## config.mk

```make
export PLATFORM = sky130hd
export DESIGN_NAME = nssz_exec
export DESIGN_NICKNAME = d
export VERILOG_FILES = /design/src/core/nssz_pkg.sv /design/src/core/nssz_alu.sv /design/src/core/nssz_exec.sv
export VERILOG_INCLUDE_DIRS = /design/src /design/src/core
export SDC_FILE = /design/constraint.sdc
export NUM_CORES = 1
export LEC_CHECK = 0
export BUFFER_PORTS_ARGS = -buffer_cell sky130_fd_sc_hd__buf_2
export CORE_MARGIN = 2
export CORE_UTILIZATION = 50
export CTS_CLUSTER_SIZE = 16
export DETAILED_ROUTE_END_ITERATION = 6
export HOLD_SLACK_MARGIN = 0.1
export PLACE_DENSITY = 0.81
export SYNTH_ARGS = -nofsm -noshare
export SYNTH_HDL_FRONTEND = slang
export SYNTH_HIERARCHICAL = 1
export SYNTH_SLANG_ARGS = --single-unit
```

## constraint.sdc

```tcl
create_clock -name clock_i -period 2.5 [get_ports clock_i]
set_input_delay 0.125 -clock clock_i [delete_from_list [all_inputs] [get_ports clock_i]]
set_output_delay 0.125 -clock clock_i [all_outputs]
set_load 0.05 [all_outputs]
```

## src/core/nssz_regs.svh

```systemverilog
// constants for the swap and skip-if-zero execution block
`ifndef NSSZ_REGS_SVH
`define NSSZ_REGS_SVH
`define NSSZ_ZERO_BYTE 8'h00
`define NSSZ_NIB_LO_MSB 3
`define NSSZ_NIB_HI_MSB 7
`define NSSZ_NIB_HI_LSB 4
`define NSSZ_DUMMY_CYCLES 2'h1
`endif

```

## src/core/nssz_pkg.sv

```systemverilog
// types for the swap and skip-if-zero execution block
package nssz_pkg;
   typedef enum logic [2:0] {
      NSSZ_OP_NONE = 3'h0,
      NSSZ_OP_SWAPA = 3'h1,
      NSSZ_OP_SZ = 3'h2,
      NSSZ_OP_SZA = 3'h3,
      NSSZ_OP_SZBIT = 3'h4
   } nssz_op_e;
   typedef enum logic [0:0] {
      NSSZ_ST_RUN = 1'b0,
      NSSZ_ST_DUMMY = 1'b1
   } nssz_state_e;
endpackage

```

## src/core/nssz_alu.sv

```systemverilog
// combinational swap and zero-test datapath
`timescale 1ns/100ps
`include "nssz_regs.svh"
module nssz_alu
   import nssz_pkg::*;
(
   input wire logic [2:0] op_i,
   input wire logic [7:0] mem_i,
   input wire logic [2:0] bit_sel_i,
   output logic [7:0] swap_o,
   output logic skip_o
);
   function automatic logic [7:0] nssz_swap(input logic [7:0] v);
      nssz_swap = {v[`NSSZ_NIB_LO_MSB:0], v[`NSSZ_NIB_HI_MSB:`NSSZ_NIB_HI_LSB]};
   endfunction

   always_comb begin
      swap_o = nssz_swap(mem_i);
      unique case (nssz_op_e'(op_i))
         NSSZ_OP_SZ, NSSZ_OP_SZA: skip_o = (mem_i == `NSSZ_ZERO_BYTE);
         NSSZ_OP_SZBIT: skip_o = ~mem_i[bit_sel_i];
         default: skip_o = 1'b0;
      endcase
   end
endmodule

```

## src/core/nssz_exec.sv

```systemverilog
// execution unit for nibble swap and skip-if-zero instructions
`timescale 1ns/100ps
`include "nssz_regs.svh"
module nssz_exec
   import nssz_pkg::*;
(
   input wire logic clock_i,
   input wire logic nrst_i,
   input wire logic exec_valid_i,
   input wire logic [2:0] op_i,
   input wire logic [2:0] bit_sel_i,
   input wire logic [7:0] mem_rdata_i,
   output logic busy_o,
   output logic acc_we_o,
   output logic [7:0] acc_wdata_o,
   output logic mem_we_o,
   output logic [7:0] mem_wdata_o,
   output logic skip_o,
   output logic dummy_o,
   output logic flags_we_o
);
   typedef struct packed {
      nssz_state_e st;
      logic busy;
      logic acc_we;
      logic [7:0] acc_wdata;
      logic mem_we;
      logic [7:0] mem_wdata;
      logic skip;
      logic dummy;
   } nssz_state_s;

   nssz_state_s q;
   nssz_state_s next_q;
   logic [7:0] swap_val;
   logic skip_hit;

   nssz_alu u_alu (
      .op_i(op_i),
      .mem_i(mem_rdata_i),
      .bit_sel_i(bit_sel_i),
      .swap_o(swap_val),
      .skip_o(skip_hit)
   );

   always_comb begin
      next_q = q;
      next_q.acc_we = 1'b0;
      next_q.mem_we = 1'b0;
      next_q.skip = 1'b0;
      next_q.dummy = 1'b0;
      next_q.busy = 1'b0;
      unique case (q.st)
         NSSZ_ST_RUN: begin
            if (exec_valid_i) begin
               unique case (nssz_op_e'(op_i))
                  NSSZ_OP_SWAPA: begin
                     next_q.acc_we = 1'b1;
                     next_q.acc_wdata = swap_val;
                  end
                  NSSZ_OP_SZ: begin
                     next_q.mem_we = 1'b1;
                     next_q.mem_wdata = mem_rdata_i;
                  end
                  NSSZ_OP_SZA: begin
                     next_q.acc_we = 1'b1;
                     next_q.acc_wdata = mem_rdata_i;
                  end
                  default: ;
               endcase
               // single cycle unless the test holds
               if (skip_hit) begin
                  next_q.skip = 1'b1;
                  next_q.busy = 1'b1;
                  next_q.st = NSSZ_ST_DUMMY;
               end // else no dummy
            end
         end
         NSSZ_ST_DUMMY: begin
            // fetched word is squashed here, busy stalls new issue
            next_q.dummy = 1'b1;
            next_q.st = NSSZ_ST_RUN;
         end
      endcase
   end

   always_ff @(posedge clock_i or negedge nrst_i) begin
      if (!nrst_i) begin
         q <= '0;
      end else begin
         q <= next_q;
      end
   end

   assign busy_o = q.busy;
   assign acc_we_o = q.acc_we;
   assign acc_wdata_o = q.acc_wdata;
   assign mem_we_o = q.mem_we;
   assign mem_wdata_o = q.mem_wdata;
   assign skip_o = q.skip;
   assign dummy_o = q.dummy;
   // constant flop-free low: flags never written
   assign flags_we_o = 1'b0;
endmodule

```

Yosys cells after proc, flatten, opt, wreduce, memory -nomap -nowiden:

Cells that the tools add are included.

* magnitude comparators: 1
* equality and inequality tests: 4
* mux-type cells: 11
* bitwise gates (word level): 2
* reductions and logical operators: 5

Operators with widths (count)
* $mux 21: 1
* $mux 20: 1
* $pmux 9 s2: 1
* $mux 9: 1
* $logic_not 8->1: 1
* $eq 3x2->1 const B: 2
* $reduce_and 3->1: 2
* $lt 3x4->1 const B: 1
* $pmux 1 s2: 2
* $bmux 1 s3: 1
* $eq 3x1->1 const B: 1
* $eq 3x3->1 const B: 1
* $mux 1: 3
* $mux 2: 1
* $not 1->1: 2
* $reduce_bool 2->1: 1
* $reduce_or 2->1: 1

* register bits after elaboration: 22
* bits of input ports: 17
* output and inout port bits: 22
* word-level logic and storage cells: 31

Longest topological paths before layout:

Gate-level depths: netlist of the first run.

* word-level depth: 7
* gate-level depth with buffers: 5
* depth with buffers taken out: 4

By module:

Netlist of the first run, hierarchy kept.

By module, submodules not included
* nssz_exec: instances 1, cells each 63, area an instance 835.8 um^2, seq. area each 500.5 um^2
* nssz_alu: instances 1, cells each 16, area an instance 161.4 um^2, seq. area each 0.0 um^2

Worst setup path before layout of the first run:

No wires, ideal clock.

* path kind: reg2reg
* start point: register busy_o (netlist name)
* end point: register q (netlist bit mem_wdata_o[0])
* library setup time: 0.125 ns
* arrival time: 1.318 ns
* required time: 2.375 ns
* slack: 1.057 ns
* cell stages (with the launch flop): 4
* path buffers: 0
* clock period less this slack: 1.443 ns
* cell sequence: dfrtp_1 nor3b_2 nand3b_2 mux2_2

RTL lines
* end signal: assignment: RTL line nssz_exec.sv:91 `q <= next_q;`
* end: declaration: RTL line nssz_exec.sv:33 `nssz_state_s q;`

Final worst setup path of the first run:

* start point: input port mem_rdata_i[6]
* end point: register q (netlist bit busy_o)

* longest elaborated chain between the ends: 7
* elaborated cells between the ends (all ways): 8
* classes of those cells: mux (6); bitwise (1); reduce/logical (1)

Ends and longest elaborated chain
* start: declaration: RTL line nssz_exec.sv:12 `input wire logic [7:0] mem_rdata_i,`
* $bmux 1 s3: RTL line nssz_alu.sv:21 `NSSZ_OP_SZBIT: skip_o = ~mem_i[bit_sel_i];`
* $mux 1 (implied by the code): RTL line nssz_alu.sv:21
* $not 1->1: RTL line nssz_alu.sv:21
* $pmux 1 s2 *: RTL line nssz_alu.sv:19 `unique case (nssz_op_e'(op_i))`
* named net skip_hit: RTL line nssz_exec.sv:36 `logic skip_hit;`
* $mux 2 *: RTL line nssz_exec.sv:72 `if (skip_hit) begin`
* $mux 21 *: RTL line nssz_exec.sv:55 `if (exec_valid_i) begin`
* $mux 20 *: RTL line nssz_exec.sv:53 `unique case (q.st)`

The timed path passes the listed nets; every way through them passes the cells marked *. The select of a mux whose other input is x is not followed.
A chain may end at the register's enable or synchronous reset.

==> results of run 1 <==
## state kept, by name (all words and copies together), names as in the netlist
name and cells:
mem_we_o 1, busy_o 1, acc_we_o 1, acc_wdata_o 8
dummy_o 1, mem_wdata_o 8
## per-layer routing
metal  routed length (um)  share of wire (%)  GRT usage (%)  vias up
li1                     -                  -              -      337
met1                  828                 42           25.3      343
met2                  984                 50           27.4       26
met3                   87                4.5           3.70        6
met4                   55                2.8           11.4        0
met5                    0                  0              0        -
## cell type report
| class | count | area [sq um] |
|---|---|---|
| well taps | 27 | 33.8 |
| multi-input cells | 45 | 398 |
| fillers | 180 | 717 |
| inverters | 1 | 3.75 |
| repair buffers | 42 | 233 |
| clock buffers | 4 | 36.3 |
| flip-flops and latches | 20 | 500 |
## critical path: cells and delay by family
kind                   cells  cell delay (ns)
AO/OA/AOI/OAI              1             0.13
buffers and inverters      2             0.67
AND/OR/NAND/NOR            3             0.91
## placed cells by master (no fill, tap or decap), types with 3 or more instances in the layout
| master | count |
|---|---|
| mux2i_1 | 9 |
| mux2_2 | 8 |
| dfrtp_1 | 20 |
| buf_2 | 37 |
| nor2_1 | 9 |
| clkbuf_4 | 3 |
| a21oi_1 | 7 |
| dlygate4sd3_1 | 4 |
## how the worst max path moves through the flow
stage | from | endpoint | slack [ns] | cells after the start
floorplan | busy_o | mem_wdata_o[0] | 1.06 | 3
global placement | op_i[1] | busy_o | 1.11 | 5
detailed placement | op_i[1] | busy_o | 1.08 | 5
CTS | mem_rdata_i[6] | busy_o | 0.93 | 6
global route | mem_rdata_i[6] | busy_o | 0.92 | 6
finish | mem_rdata_i[6] | busy_o | 0.92 | 6
## cell families (layout without fill, tap and decap cells)
group | after synthesis | after routing | synth area share (%)
AOI/OAI and AO/OA | 9 | 9 | 5.27
other | 1 | 1 | 0.376
muxes | 19 | 19 | 23.0
buffers and inverters | 14 | 47 | 10.5
and+or+nand+nor | 16 | 16 | 10.7
DFF | 20 | 20 | 50.2
## power groups by stage
stage	clock network (mW)	logic (mW)	registers [mW]
4_1_cts	0.196	0.386	0.406
2_1_floorplan	0	0.0919	0.612
6_report	0.188	0.385	0.405
3_5_place_dp	0	0.383	0.412
3_3_place_gp	0	0.376	0.409
5_1_grt	0.210	0.405	0.412
==> results.yml, run 1 <==
run_status:
  status: "completed"
die:
  die_h_um: 48.7
  die_w_um: 48.7
  core-area_sq_um: 1920
  initial_core_util_pct: 51.9
  io_pins: 39
  row_count: 16
  die-area_sq_um: 2370
timing:
  slew_viol_final: 0
  final.period_utilization_pct: 63.4
  hold_viol: 0
  finalCriticalPeriod_ns: 1.58
  finClkSkew_ns: 0.00801
  whs_ns: 0.110
  finalSetupViolations: 0
  setup_slack_ns: 0.916
  fin_tns_setup_ns: 0
  rsz0062_at_grt: "false"
  fmax_ghz: 0.631
clocking:
  post-cts-setup-buffers: 0
  clk_pin_slew_worst_paths_ns: 0.12
  ctsResizeCount: 0
  cts_tree: "built"
  htreeDepth: 1
  clk-insertion-delay-late_ns: 0.30
  clock-sinks: 20
  cts_hold_buffers: 3
  ctsRootBufferMaster: "clkbuf_4"
  cts_buffers: 3
  clockBufferDepth: 2
yosys:
  ys_warn_count: 6
  synthCells: 79
  synth_cell_type_count: 20
  synth.top_cell.area_share_pct: 50.2
  netlist_area_sq_um: 997
  synth_edf_count: 0
  synth.avg_cell_area_sq_um: 12.6
  synth_seq_cells: 20
  syn_nets: 96
  ys_seq_area_share_pct: 50.2
  synth-main-ff-cell: "dfrtp_1"
  synth_common_cells: "20 x dfrtp_1, 12 x buf_4, 9 x mux2i_1, 9 x nor2_1, 8 x mux2_2"
  synthArstFlopShare_pct: 100
  synth_top_area_cell: "dfrtp_1"
  synth_most_common_cell: "dfrtp_1"
  synth.area.top_cells: "dfrtp_1 50%, mux2i_1 9.0%, buf_4 9.0%"
detailed_routing:
  drt_iter0_drc: 9
  drc: 0
  vias: 712
  wl_per_cell_um: 14.1
  wirelength_um: 1950
  drtAntennaViolNets: 0
  via_per_inst: 5.12
  drt_pass1_iterations: 4
finish:
  syn_to_final_growth_pct: 20.8
  fin_cells: 139
  drive_above_1_share_pct: 50.0
  final_util_pct: 62.7
  insertedDiodeCount: 0
  nNetsFinal: 130
  stdcell_area_sq_um: 1200
worst_hold_path:
  hold_class: "in -> reg"
  min_to: "mem_wdata_o[0]"
  hold_path_depth: 2
  hp-start: "mem_rdata_i[0]"
placement:
  dp_hpwl_um: 1460
  pre_cts_ws_ns: 1.08
  io_buffer_count: 37
  place.gp.congestion: 0.742
  dpl_cell_area_sq_um: 1130
  place_inst: 131
pwr:
  combPwrFrac_pct: 39.4
  p_switching_uw: 408
  p_clk_share_pct: 19.2
  power_uw: 978
  p_int_uw: 570
  powerDensity_nw_per_um2: 812
  p_seq_share_pct: 41.4
  vdd_ir_drop_max_mv: 0.452
  leakage_nw: 0.607
  switching_share_pct: 41.8
critical_path:
  path_max_fanout: 5
  end_kind: "flop"
  worstPathCellList: "dlygate4sd3_1, buf_2, or4b_1, nor4_2, a31o_1, and3b_1"
  r2r_cells: 3
  r2r-end: "mem_wdata_o[4]"
  timing.rr.start: "busy_o"
  slowest_stage: "dlygate4sd3_1"
  crit_type: "in -> reg"
  crit_path_max_incr_delay_ns: 0.53
  start_kind: "input port"
  cp.arrival_ns: 1.84
  r2r_slack_ns: 1.16
  crit_required_ns: 2.75
grt:
  track_usage_pct: 18.6
  antenna_found_initial: 0
  grt_pass1_vias: 678
  grt_max_degree: 21
  grt_pass1_wl_um: 3300
  grt-ovfl-total: 0
flow_run:
  max_cap_viol_count: 0
Power figures use the tool's default switching activity.
==> run 2, diff against run 1 <==
Settings changed: ABC_AREA from default to 1, PLACE_DENSITY 0.81 to 0.78.
Clock period 2.5 ns to 1.5 ns, I/O delays scaled along.
==> run 2 against run 1 <==
Effect of this change: global-route usage is 2.9 points higher; combinational power is 42% higher; register-to-register slack worse by 0.80 ns; sequential cell count stayed put; die area is 20% higher; sequential share of layout area is 6.5 points lower; power is 46% higher; critical endpoint unchanged; largest power group unchanged.
==> results.yml, run 2 <==
detailed_routing:
  vias: 1123
  drc: 0
  drt_pass1_iterations: 4
  via_per_inst: 5.08
  wl_per_cell_um: 11.8
  wirelength_um: 2620
  drtAntennaViolNets: 0
  drt_iter0_drc: 30
grt:
  grt_pass1_wl_um: 4370
  grt-ovfl-total: 0
  grt_pass1_vias: 1029
  antenna_found_initial: 0
  grt_max_degree: 21
  track_usage_pct: 21.5
clocking:
  clock-sinks: 20
  clk-insertion-delay-late_ns: 0.29
  cts_tree: "built"
  ctsRootBufferMaster: "clkbuf_4"
  cts_buffers: 3
  htreeDepth: 1
  clk_pin_slew_worst_paths_ns: 0.10
  clockBufferDepth: 2
worst_hold_path:
  hold_class: "in -> reg"
die:
  io_pins: 39
  initial_core_util_pct: 53.7
  die_h_um: 53.2
  row_count: 17
  core-area_sq_um: 2250
  die-area_sq_um: 2830
  die_w_um: 53.2
yosys:
  synth_most_common_cell: "nand2_1"
  synthArstFlopShare_pct: 100
  synthCells: 158
  synth_seq_cells: 20
  synth-main-ff-cell: "dfrtp_1"
  synth.avg_cell_area_sq_um: 7.67
  synth_top_area_cell: "dfrtp_1"
  ys_seq_area_share_pct: 41.3
  synth_cell_type_count: 19
  netlist_area_sq_um: 1210
  syn_nets: 175
  synth.top_cell.area_share_pct: 41.3
  synth.area.top_cells: "dfrtp_1 41%, nand2_1 19%, nand4_1 7.7%"
  ys_warn_count: 6
  synth_common_cells: "60 x nand2_1, 20 x dfrtp_1, 15 x nand4_1, 12 x buf_4, 12 x inv_1"
  synth_edf_count: 0
critical_path:
  slowest_stage: "dlygate4sd3_1"
  timing.critical_path.mode_cell: "nand2_1"
  crit_path_max_incr_delay_ns: 0.54
  worst-path-buf-inv: 2
  crit_required_ns: 1.73
  path_max_fanout: 5
  r2r_slack_ns: 0.36
  crit_type: "in -> reg"
  cp.arrival_ns: 1.39
  end_kind: "flop"
  start_kind: "input port"
  worstPathCellList: "dlygate4sd3_1, buf_2, nor4b_1, nand2_1, nand2_1, nand2_1, nor2_1"
  crit_family: "buffers and inverters"
timing:
  finalCriticalPeriod_ns: 1.16
  fmax_ghz: 0.861
  whs_ns: 0.164
  final.period_utilization_pct: 77.4
  hold_viol: 0
  fin_tns_setup_ns: 0
  slew_viol_final: 0
  rsz0062_at_grt: "false"
  finalSetupViolations: 0
  finClkSkew_ns: 0.00754
placement:
  dpl_cell_area_sq_um: 1310
  io_buffer_count: 37
  dp_hpwl_um: 1940
  place.gp.congestion: 0.810
finish:
  final_util_pct: 63.4
  stdcell_area_sq_um: 1430
  final_common_cell: "nand2_1"
  nNetsFinal: 212
  insertedDiodeCount: 0
  drive_above_1_share_pct: 26.4
  syn_to_final_growth_pct: 18.1
  mostFrequentLayoutCells: "60 x nand2_1, 37 x buf_2, 20 x dfrtp_1"
  fillCellCount: 216
pwr:
  power_mw: 1.43
  vdd_ir_drop_max_mv: 0.621
  powerDensity_nw_per_um2: 998
  leakage_nw: 0.851
run_status:
  status: "completed"
flow_run:
  max_cap_viol_count: 0
## run 2: cells by family after synthesis
family | count (synthesis) | share of synthesized area (%)
AO/OA/AOI/OAI | 8 | 3.31
buffers and inverters | 33 | 16.0
flip-flops | 20 | 41.3
other | 1 | 0.310
AND/OR/NAND/NOR | 96 | 39.1
## run 2: layout make-up
class | instances | area (sq um) | area share (%)
multi-input combinational | 105 | 517 | 36.1
clock buffer | 3 | 22.5 | 1.57
tap | 28 | 35.0 | 2.45
timing repair buffer | 47 | 285 | 19.9
sequential | 20 | 500 | 35.0
inverter | 18 | 70.1 | 4.90
## run 2: layer usage
layer / wire [um] / share of wire, % / vias to the layer above / GRT usage, %
met5: 0 / 0 / - / 0
met4: 39 / 1.5 / 0 / 10.7
met3: 120 / 4.6 / 4 / 1.69
li1: - / - / 566 / -
met1: 1120 / 43 / 513 / 26.3
met2: 1330 / 51 / 40 / 37.4
## run 2: final timing paths
path	from	to	cells past startpoint
setup / recovery	mem_rdata_i[3]	busy_o	7
hold / removal	bit_sel_i[2]	busy_o	6
setup reg to reg	busy_o	acc_wdata_o[7]	6
hold reg to reg	busy_o	dummy_o	0
max in group asynchronous	nrst_i	dummy_o	2
min in group asynchronous	nrst_i	mem_wdata_o[7]	2
## run 2: what timing repair did
item,4_1_cts,5_1_grt
hold buffers,10,0
gates resized for setup,0,0
endpoints found under the hold margin,29,0
endpoints found under the setup margin,0,0
setup buffers,0,0
## run 2: worst register-to-register path: stages, from the launching register on
cell	delay, ns
dfrtp_1	0.43
inv_2	0.08
nand2_4	0.12
nor2_8	0.19
inv_2	0.09
nand2_1	0.07
nand2_1	0.05
## run 2: report_power, final
group / switching, mW / total (mW) / leakage, nW / internal (mW)
logic: 0.415 / 0.545 / 0.575 / 0.130
clock network: 0.150 / 0.243 / 0.0138 / 0.0934
registers: 0.0329 / 0.639 / 0.262 / 0.606
total: 0.598 / 1.43 / 0.851 / 0.830
## run 2: through the flow
step / setup WS, ns / std cells
2_1_floorplan: 0.240 / 158
3_3_place_gp: 0.414 / 208
3_5_place_dp: 0.357 / 208
4_1_cts: 0.349 / 221
5_1_grt: 0.247 / 221
6_report: 0.339 / 221
==> run 3, diff against run 2 <==
Clock period 1.5 ns to 1.1 ns, I/O delays scaled along.
==> run 3 against run 2 <==
Effect of this change: design area grew 4.2%; routed wire length rose by 0.92%; utilization is 2.7 points higher; sequential share of layout area decreased by 1.3 points; highest routed layer unchanged; hold slack lost 0.012 ns; register-to-register slack worse by 0.33 ns; via count increased by 2.0%; die area did not move; critical path depth down 5; global-route usage shrank 0.87 points.
==> results.yml, run 3 (same netlist as run 2, synthesis figures left out) <==
run_status:
  status: "completed"
finish:
  final_common_cell: "nand2_1"
  multiInputGateArea_sq_um: 542
  syn_to_final_growth_pct: 23.0
  register_area_sq_um: 502
  stdcell_area_sq_um: 1490
  drive_above_1_share_pct: 27.3
  insertedDiodeCount: 0
  mostFrequentLayoutCells: "60 x nand2_1, 32 x buf_2, 19 x dfrtp_1"
  fillCellCount: 209
  nNetsFinal: 212
grt:
  antenna_found_initial: 0
  grt-ovfl-total: 0
  grt_max_degree: 21
  track_usage_pct: 20.6
  grt_pass1_wl_um: 4260
  grt_pass1_vias: 979
timing:
  rsz0062_at_grt: "true"
  finClkSkew_ns: 0.0107
  final.period_utilization_pct: 99.0
  fin_tns_setup_ns: 0
  slew_viol_final: 0
  whs_ns: 0.152
  fmax_ghz: 0.918
  setup_slack_ns: 0.0107
  hold_viol: 0
  finalCriticalPeriod_ns: 1.09
  finalSetupViolations: 0
placement:
  dpl_cell_area_sq_um: 1330
  dp_hpwl_um: 1950
  io_buffer_count: 37
  pre_cts_ws_ns: 0.0233
  place.gp.congestion: 0.865
die:
  die_w_um: 53.2
  core-area_sq_um: 2250
  row_count: 17
  io_pins: 39
  initial_core_util_pct: 53.7
  die-area_sq_um: 2830
  die_h_um: 53.2
flow_run:
  max_cap_viol_count: 0
worst_hold_path:
  hold_class: "in -> reg"
detailed_routing:
  drt_iter0_drc: 34
  wirelength_um: 2640
  via_per_inst: 5.16
  wl_per_cell_um: 11.9
  drt_pass1_iterations: 4
  drtAntennaViolNets: 0
  vias: 1145
  drc: 0
clocking:
  post-cts-setup-buffers: 0
  clockBufferDepth: 2
  cts_tree: "built"
  clock-sinks: 20
  ctsRootBufferMaster: "clkbuf_4"
  clk-insertion-delay-late_ns: 0.30
  cts_buffers: 3
  htreeDepth: 1
  clk_pin_slew_worst_paths_ns: 0.11
critical_path:
  crit_type: "reg -> out"
  cp.arrival_ns: 1.03
  crit_required_ns: 1.04
  path_max_fanout: 4
  start_kind: "flop"
  end_kind: "output pin"
pwr:
  powerDensity_nw_per_um2: 1330
  vdd_ir_drop_max_mv: 0.860
  leakage_nw: 0.884
  power_mw: 1.98
-- run 3: cell types whose count changed in the layout (fill, tap and decap cells not counted), moves of 2 or more --
cell,delta
buf_2,-5
buf_4,+2
buf_8,+2
dlygate4sd3_1,-3
dlymetal6s4s_1,+3
-- run 3: final timing paths --
check	slack, ns	depth (start not counted)	from	end
hold / removal	0.15	5	mem_rdata_i[6]	acc_wdata_o[6]
setup reg to reg	0.03	6	busy_o	acc_wdata_o[2]
hold reg to reg	0.49	2	acc_wdata_o[3]	acc_wdata_o[3]
setup / recovery	0.01	2	busy_o	busy_o
min in group asynchronous	0.21	2	nrst_i	mem_we_o
max in group asynchronous	0.57	2	nrst_i	busy_o
-- run 3: metrics by stage --
step | instances | util, %
after global placement | 210 | 59.0
after detailed placement | 210 | 59.0
final | 222 | 66.1
after CTS | 225 | 65.8
after floorplan | 158 | -
after global routing | 222 | 66.1
-- run 3: cell type report --
type	count	share of cell area, %
well taps	28	2.35
multi-input cells	106	36.4
repair buffers	46	21.0
inverters	18	4.87
flip-flops and latches	20	33.7
clock buffers	4	1.76
-- run 3: timing repair --
action / 4_1_cts / 5_1_grt
gates cloned: 1 / 0
pin swaps: 1 / 2
setup endpoints to repair: 3 / 10
hold buffers: 10 / 0
gates resized for setup: 3 / 7
hold endpoints to repair: 29 / 0
-- run 3: metal layers --
| layer | GRT usage [%] | up-vias | share of wire [%] |
|---|---|---|---|
| met1 | 28.2 | 532 | 46 |
| met5 | 0 | - | 0 |
| met4 | 10.3 | 0 | 2.2 |
| met3 | 1.69 | 6 | 4.1 |
| met2 | 32.5 | 35 | 47 |
| li1 | - | 572 | - |
-- run 3: power by group --
part / switching, mW / internal [mW] / leakage, nW
Sequential: 0.0405 / 0.827 / 0.260
Clock: 0.214 / 0.141 / 0.0150
Combinational: 0.574 / 0.186 / 0.608
-- run 3: critical path, stage by stage, from the launching register on --
cell and delay [ns]:
dfrtp_2 0.43, buf_4 0.16, buf_8 0.14
